$ cat src/shared/ocf_pkg.sv
/*
 * constants for the overcurrent filter-select block: register map,
 * field positions, reset values, filter timing.
 * assumes a single 100 MHz clock domain.
 */
package ocf_pkg;
   // ---------------------------------------------------------------
   // register map
   // ---------------------------------------------------------------
   localparam logic [7:0] FILTER_SEL_OFS  = 8'h23;
   localparam logic [7:0] IRQ_STATUS_OFS  = 8'h40;
   localparam logic [7:0] IRQ_MASK_OFS    = 8'h41;
   localparam logic [7:0] LOAD_CTRL_OFS   = 8'h42;
   localparam int         RAILS           = 3;
   localparam int         SIGS_PER_RAIL   = 3;
   localparam int         DETECTS         = RAILS * SIGS_PER_RAIL;
   localparam logic [7:0] SEL_WRITE_MASK  = 8'h07;
   localparam logic [2:0] SEL_RESET       = 3'h0;
   localparam logic [8:0] IRQ_RESET       = 9'h000;
   localparam logic [8:0] MASK_RESET      = 9'h000;

   // ---------------------------------------------------------------
   // timing
   // ---------------------------------------------------------------
   localparam int CLK_MHZ        = 100;
   localparam int SHORT_FILT_US  = 20;
   localparam int LONG_FILT_MS   = 2;
   localparam int SHORT_CYCLES   = SHORT_FILT_US * CLK_MHZ;
   localparam int LONG_CYCLES    = LONG_FILT_MS * 1000 * CLK_MHZ;
   localparam int CNT_W          = 18;
endpackage : ocf_pkg

$ cat src/core/overcurrent_filter_select.sv
/*
 * filter-select register for three step-down rails with the per-signal
 * deglitch filters it steers, a small interrupt block and a plain
 * register port. assumes detect inputs synchronous to clk and the
 * non-volatile defaults stable while nvm_load is requested.
 */
// Implementation choices: the plain strobed port and the placing of the registers.
`timescale 1ns/1ps
`default_nettype none
// Overview of operation
// [RQ1] bit 2 selects rail 3 long filter
// [RQ2] bit 1 selects rail 2 long filter
// [RQ3] bit 0 selects rail 1 long filter
// [RQ4] one select covers all three rail detects
// [RQ5] bits load from nonvolatile memory after reset
// [RQ6] fault only after unbroken full-length assertion
module overcurrent_filter_select
#(
   parameter int SHORT_CYC = ocf_pkg::SHORT_CYCLES,
   parameter int LONG_CYC  = ocf_pkg::LONG_CYCLES
)
(
   input  wire logic       clk,
   input  wire logic       srst,
   input  wire logic [7:0] addr,
   input  wire logic [7:0] wdata,
   input  wire logic       wr_en,
   input  wire logic       rd_en,
   output logic      [7:0] rdata,
   input  wire logic [2:0] nvm_defaults,
   input  wire logic [8:0] oc_raw,
   output logic      [8:0] oc_fault,
   output logic      [2:0] long_filter_sel,
   output logic            irq
);
   // ---------------------------------------------------------------
   // state
   // ---------------------------------------------------------------
   typedef enum logic [1:0] {
      LOAD_IDLE = 2'b00,
      LOAD_NVM  = 2'b01,
      LOAD_DONE = 2'b10
   } load_state_t;

   load_state_t               load_q;
   logic [2:0]                sel_q;
   logic [8:0]                status_q;
   logic [8:0]                mask_q;
   logic [8:0]                fault_prev_q;
   logic [7:0]                rdata_q;
   logic [8:0]                fault_w;
   logic [ocf_pkg::CNT_W-1:0] short_lim;
   logic [ocf_pkg::CNT_W-1:0] long_lim;

   assign short_lim = ocf_pkg::CNT_W'(SHORT_CYC);
   assign long_lim  = ocf_pkg::CNT_W'(LONG_CYC);

   // ---------------------------------------------------------------
   // decode
   // ---------------------------------------------------------------
   function automatic logic hit(input logic [7:0] a, input logic [7:0] o);
      hit = (a == o);
   endfunction : hit

   wire wr_sel    = wr_en && hit(addr, ocf_pkg::FILTER_SEL_OFS);
   wire wr_status = wr_en && hit(addr, ocf_pkg::IRQ_STATUS_OFS);
   wire wr_mask   = wr_en && hit(addr, ocf_pkg::IRQ_MASK_OFS);
   wire wr_load   = wr_en && hit(addr, ocf_pkg::LOAD_CTRL_OFS)
                    && wdata[0];
   wire [8:0] rise = fault_w & ~fault_prev_q;
   wire [8:0] wclr = wr_status ? {1'b0, wdata} : 9'h000;

   // ---------------------------------------------------------------
   // nonvolatile default loader
   // ---------------------------------------------------------------
   // [RQ5] load after reset
   always_ff @(posedge clk)
   begin
      if (srst)
         load_q <= LOAD_IDLE;
      else
      begin
         case (load_q)
            LOAD_IDLE: load_q <= LOAD_NVM;
            LOAD_NVM:  load_q <= LOAD_DONE;
            LOAD_DONE: load_q <= wr_load ? LOAD_NVM : LOAD_DONE;
            default:   load_q <= LOAD_IDLE;
         endcase
      end
   end

   // [RQ5] nonvolatile then software
   always_ff @(posedge clk)
   begin
      if (srst)
         sel_q <= ocf_pkg::SEL_RESET;
      else if (load_q == LOAD_NVM)
         sel_q <= nvm_defaults;
      else if (wr_sel)
         sel_q <= wdata[2:0] & ocf_pkg::SEL_WRITE_MASK[2:0];
   end

   assign long_filter_sel = sel_q;

   // ---------------------------------------------------------------
   // filters: index r*3+k, k = high-side, low-side, low-side reverse
   // ---------------------------------------------------------------
   genvar r, k;
   generate
      for (r = 0; r < ocf_pkg::RAILS; r++)
      begin : g_rail
         // [RQ1] [RQ2] [RQ3] per-rail length
         wire [ocf_pkg::CNT_W-1:0] lim = sel_q[r] ? long_lim : short_lim;
         for (k = 0; k < ocf_pkg::SIGS_PER_RAIL; k++)
         begin : g_sig
            // [RQ4] shared rail length
            oc_filter oc_filter_i
            (
               .clk   (clk),
               .srst  (srst),
               .raw   (oc_raw[r*3+k]),
               .limit (lim),
               .fault (fault_w[r*3+k])
            );
         end
      end
   endgenerate

   assign oc_fault = fault_w;

   // ---------------------------------------------------------------
   // interrupts: set wins over clear
   // ---------------------------------------------------------------
   always_ff @(posedge clk)
   begin
      if (srst)
      begin
         status_q     <= ocf_pkg::IRQ_RESET;
         mask_q       <= ocf_pkg::MASK_RESET;
         fault_prev_q <= 9'h000;
      end
      else
      begin
         status_q     <= (status_q & ~wclr) | rise;
         fault_prev_q <= fault_w;
         if (wr_mask)
            mask_q <= {1'b0, wdata};
      end
   end

   assign irq = |(status_q & ~mask_q);

   // ---------------------------------------------------------------
   // read port
   // ---------------------------------------------------------------
   wire [7:0] rd_mux =
      hit(addr, ocf_pkg::FILTER_SEL_OFS) ? {5'h00, sel_q} :
      hit(addr, ocf_pkg::IRQ_STATUS_OFS) ? status_q[7:0] :
      hit(addr, ocf_pkg::IRQ_MASK_OFS)   ? mask_q[7:0] :
      hit(addr, ocf_pkg::LOAD_CTRL_OFS)  ?
         {7'h00, status_q[8]} : 8'h00;

   always_ff @(posedge clk)
   begin
      if (srst)
         rdata_q <= 8'h00;
      else
         rdata_q <= rd_en ? rd_mux : 8'h00;
   end

   assign rdata = rdata_q;
endmodule : overcurrent_filter_select
`default_nettype wire

$ cat src/core/oc_filter.sv
/*
 * one deglitch filter for a single overcurrent detect signal.
 * assumes raw detect is already synchronous to clk.
 */
`timescale 1ns/1ps
`default_nettype none
module oc_filter
(
   input  wire logic                       clk,
   input  wire logic                       srst,
   input  wire logic                       raw,
   input  wire logic [ocf_pkg::CNT_W-1:0]  limit,
   output logic                            fault
);
   logic [ocf_pkg::CNT_W-1:0] cnt_q;
   logic                      fault_q;
   wire                       reached = (cnt_q >= limit - 18'h00001);

   // count while raw stays high
   // [RQ6] drop restarts count
   always_ff @(posedge clk)
   begin
      if (srst || !raw)
      begin
         cnt_q   <= '0;
         fault_q <= 1'b0;
      end
      else if (!reached)
         cnt_q <= cnt_q + 18'h00001;
      else
         fault_q <= 1'b1;
   end

   assign fault = fault_q;
endmodule : oc_filter
`default_nettype wire

$ cat config.mk
export PLATFORM = sky130hd
export DESIGN_NAME = overcurrent_filter_select
export DESIGN_NICKNAME = d
export VERILOG_FILES = /design/src/shared/ocf_pkg.sv /design/src/core/overcurrent_filter_select.sv /design/src/core/oc_filter.sv
export SDC_FILE = /design/constraint.sdc
export NUM_CORES = 1
export LEC_CHECK = 0
export ABC_AREA = 1
export BUFFER_PORTS_ARGS = -buffer_cell sky130_fd_sc_hd__buf_2
export CORE_UTILIZATION = 65
export DETAILED_ROUTE_END_ITERATION = 8
export GPL_ROUTABILITY_DRIVEN = 0
export PLACE_DENSITY = 0.8
export SYNTH_ARGS = -nofsm -noshare
export SYNTH_HDL_FRONTEND = slang
export SYNTH_HIERARCHICAL = 1
export SYNTH_SLANG_ARGS = --single-unit
$ cat constraint.sdc
create_clock -name clk -period 3.75 [get_ports clk]
set_clock_uncertainty 0.15 [all_clocks]
set_input_delay 0.1875 -clock clk [delete_from_list [all_inputs] [get_ports clk]]
set_output_delay 0.1875 -clock clk [all_outputs]
set_load 0.02 [all_outputs]
==> flow_metrics.env <==
export IMPL_clk_latency_ps=560
export IMPL_cts_htree_levels=1
export IMPL_critical_path_startpoint="addr[4]"
export IMPL_post_synth_instance_area_sq_mm=0.0208
export IMPL_timing_hold_worst_start="srst"
export IMPL_starting_density_of_the_core=0.660
export IMPL_fin_crit_sh=0.847
export IMPL_synth_cells=3225
export IMPL_final_total_pwr_mw=5.89
export IMPL_number_of_hold_violations_in_the_final_report=0
export IMPL_grt_util_all_layers=0.298
export IMPL_area_growth_pct=12.6
export IMPL_synth_async_sr_flop_share=0
export IMPL_dr_pass1_iters=6
export IMPL_finalNetCount=3765
export IMPL_fin_ws_ps=574
export IMPL_ratio_of_cells_with_drive_above_1_in_the_final_layout=0.127
export IMPL_grt_ovfl_total=0
export IMPL_synthesis_area_per_instance_sq_um=6.44
export IMPL_synth_cell_types=50
export IMPL_cp_arrival_ps=3520
export IMPL_final_max_slew_violation_count=0
export IMPL_fin_crit_ps=3180
export IMPL_first_pass_grt_wire_length_um=83100
export IMPL_reg2reg_setup_slack_ps=860
export IMPL_post_place_ws_ps=887
export IMPL_tritoncts_num_buffers=26
export IMPL_chipHeight_um=181
export IMPL_fp_coreArea_sq_mm=0.0315
export IMPL_route_vias_total=19900
export IMPL_yosys_warnings=6
export IMPL_tritoncts_num_sinks=210
export IMPL_drt_initial_drc_count=1230
export IMPL_maxSlewHeadroom=0.525
export IMPL_floorplan_rows=65
export IMPL_ctsRootBufferMaster="sky130_fd_sc_hd__clkbuf_16"
export IMPL_place_area_sq_mm=0.0221
export IMPL_ys_ff_latch=210
export IMPL_die_area_sq_mm=0.0327
export IMPL_critical_path_reg2reg_startpoint="long_filter_sel[0]$_SDFFE_PP0P_"
export IMPL_design_area_sq_mm=0.0234
export IMPL_grt_pass1_vias=19000
export IMPL_power_density_mw_per_mm2=252
export IMPL_final_util=0.743
export IMPL_detail_route_wl_per_cell_um=12.1
export IMPL_total_leakage_power_nw=11.9
export IMPL_grt_setup_unrepaired="no"
export IMPL_total_i_o_pin_count=53
export IMPL_outcome="completed"
export IMPL_ys_flop_type="sky130_fd_sc_hd__dfxtp_1"
export IMPL_fin_tns_setup_ps=0
export IMPL_ctsLongestPathBuffers=3
export IMPL_initial_antenna_violation_count=1
export IMPL_port_buffers=52
export IMPL_detail_route_antenna_nets=0
export IMPL_hp_class="input pin to register"
export IMPL_yosysSeqAreaShare=0.202
export IMPL_vias_per_cell=5.02
export IMPL_highest_clock_rate_mhz=315
export IMPL_cap_violations=0
export IMPL_detail_route_drc_violations=0
export IMPL_synth_edff_count=0
export IMPL_fp_dieW_um=181
export IMPL_worstSetupStartpointType="input pin"
export IMPL_irDropWorstVdd_mv=0.333
export IMPL_filler_cell_count=2645
export IMPL_drt_wl_total_um=48000
export IMPL_path_max_fanout=14
export IMPL_cts_reportedPaths_clkPinSlew_ps=60
export IMPL_max_slew_worst_pin_slew_ps=710
export IMPL_cp_data_required_time_ps=4090
export IMPL_critPathKind="input pin to register"
export IMPL_worst_setup_path_end_kind="register"
export IMPL_grt_start_max_net_pins=21
export IMPL_cts_tree="yes"
export IMPL_dp_hpwl_um=37500
export IMPL_setup_viol=0
==> cells in the final DEF, fill, tap and decap left out, types with 29 or more instances in the layout <==
cell,instances
sky130_fd_sc_hd__nand2_1,892
sky130_fd_sc_hd__inv_1,484
sky130_fd_sc_hd__dlygate4sd3_1,32
sky130_fd_sc_hd__buf_2,52
sky130_fd_sc_hd__nor2_1,549
sky130_fd_sc_hd__dfxtp_1,210
sky130_fd_sc_hd__nand3_1,100
sky130_fd_sc_hd__xor2_1,71
sky130_fd_sc_hd__conb_1,245
sky130_fd_sc_hd__nor2_2,53
sky130_fd_sc_hd__nor2_4,29
sky130_fd_sc_hd__ha_1,180
sky130_fd_sc_hd__xnor2_1,58
sky130_fd_sc_hd__a21oi_1,83
sky130_fd_sc_hd__nand4_1,100
sky130_fd_sc_hd__o21bai_2,57
sky130_fd_sc_hd__nand2_2,62
==> flip-flops by register name, summed over array words and instances, names as in the netlist <==
register / flops
load_q: 2
g_rail.g_sig.oc_filter_i/cnt_q: 162
fault_prev_q: 9
g_rail.g_sig.oc_filter_i/fault: 9
long_filter_sel: 3
rdata: 8
mask_q: 8
status_q: 9
==> Yosys cell counts, drive strengths merged, types with 3 or more instances <==
cell type | n | area [sq um]
nor2 | 652 | 3140
a21o | 18 | 135
and2 | 11 | 70.1
clkbuf | 10 | 47.5
xnor2 | 58 | 508
a21boi | 7 | 52.6
o21bai | 57 | 642
dfxtp | 210 | 4200
ha | 180 | 2250
inv | 507 | 1920
o22ai | 3 | 18.8
xor2 | 71 | 622
nand3b | 7 | 52.6
nor3 | 22 | 163
nand3 | 128 | 833
nand2 | 980 | 4100
o21ai | 46 | 264
nand4 | 100 | 626
or2 | 13 | 81.3
o31ai | 10 | 75.1
a21oi | 101 | 573
buf | 27 | 343
==> final cells by class <==
type | count | area, sq um | share of cell area
Timing Repair Buffer | 94 | 656 | 0.0281
Clock inverter | 15 | 206 | 0.00883
Inverter | 509 | 1930 | 0.0824
Antenna cell | 1 | 2.50 | 0.000107
Clock buffer | 33 | 717 | 0.0307
Sequential cell | 210 | 4200 | 0.180
Multi-Input combinational cell | 2712 | 15200 | 0.649
Tap cell | 402 | 503 | 0.0215
==> repair_timing <==
item	CTS	global route
buffers inserted	0	0
hold buffers	32	0
gates resized for setup	0	0
endpoints found under the hold margin	77	0
setup endpoints to repair	0	0
==> critical path, cell delays in order <==
cell	delay, ps
sky130_fd_sc_hd__dlygate4sd3_1	540
sky130_fd_sc_hd__buf_2	130
sky130_fd_sc_hd__inv_2	80
sky130_fd_sc_hd__nand2_4	50
sky130_fd_sc_hd__dlygate4sd3_1	620
sky130_fd_sc_hd__nor2_8	270
sky130_fd_sc_hd__dlygate4sd3_1	790
sky130_fd_sc_hd__nand4_1	130
sky130_fd_sc_hd__dlygate4sd3_1	590
sky130_fd_sc_hd__a21oi_1	130
==> kinds of logic (layout without fill, tap and decap cells) <==
kind of cell | Yosys count | in the layout | share of synthesized area
AND/OR/NAND/NOR | 1915 | 1915 | 0.438
buffers and inverters | 546 | 651 | 0.112
other | 2 | 246 | 0.000362
AO/OA/AOI/OAI | 243 | 243 | 0.0852
adder cells (fa/ha/maj) | 180 | 180 | 0.108
flip-flops | 210 | 210 | 0.202
XOR/XNOR | 129 | 129 | 0.0544
==> through the flow <==
step / std cells / hold WS [ps]
finish: 3976 / 26.4
global route: 3976 / 41.6
detailed placement: 3895 / 261
global placement: 3895 / 253
floorplan: 3468 / 172
CTS: 3975 / 15.7
==> final timing paths <==
path                                                                to  cells after the start
setup reg to reg  g_rail[0].g_sig[0].oc_filter_i/cnt_q[8]$_SDFFE_PP0N_                     15
hold reg to reg                                 status_q[0]$_SDFF_PP0_                      1
setup / recovery                                mask_q[7]$_SDFFE_PP0P_                     10
hold / removal                                  mask_q[6]$_SDFFE_PP0P_                      2
==> power breakdown <==
part | internal, mW | switching [mW] | leakage [nW]
Combinational | 0.312 | 0.589 | 9.78
Clock | 1.64 | 1.08 | 0.438
Sequential | 2.25 | 0.0165 | 1.69
Total | 4.20 | 1.69 | 11.9
==> layer usage <==
metal	share of wire	GRT usage
met1	0.43	0.354
met2	0.49	0.547
met3	0.042	0.0345
met4	0.032	0.111
met5	0	0
Power figures use the tool's default switching activity.
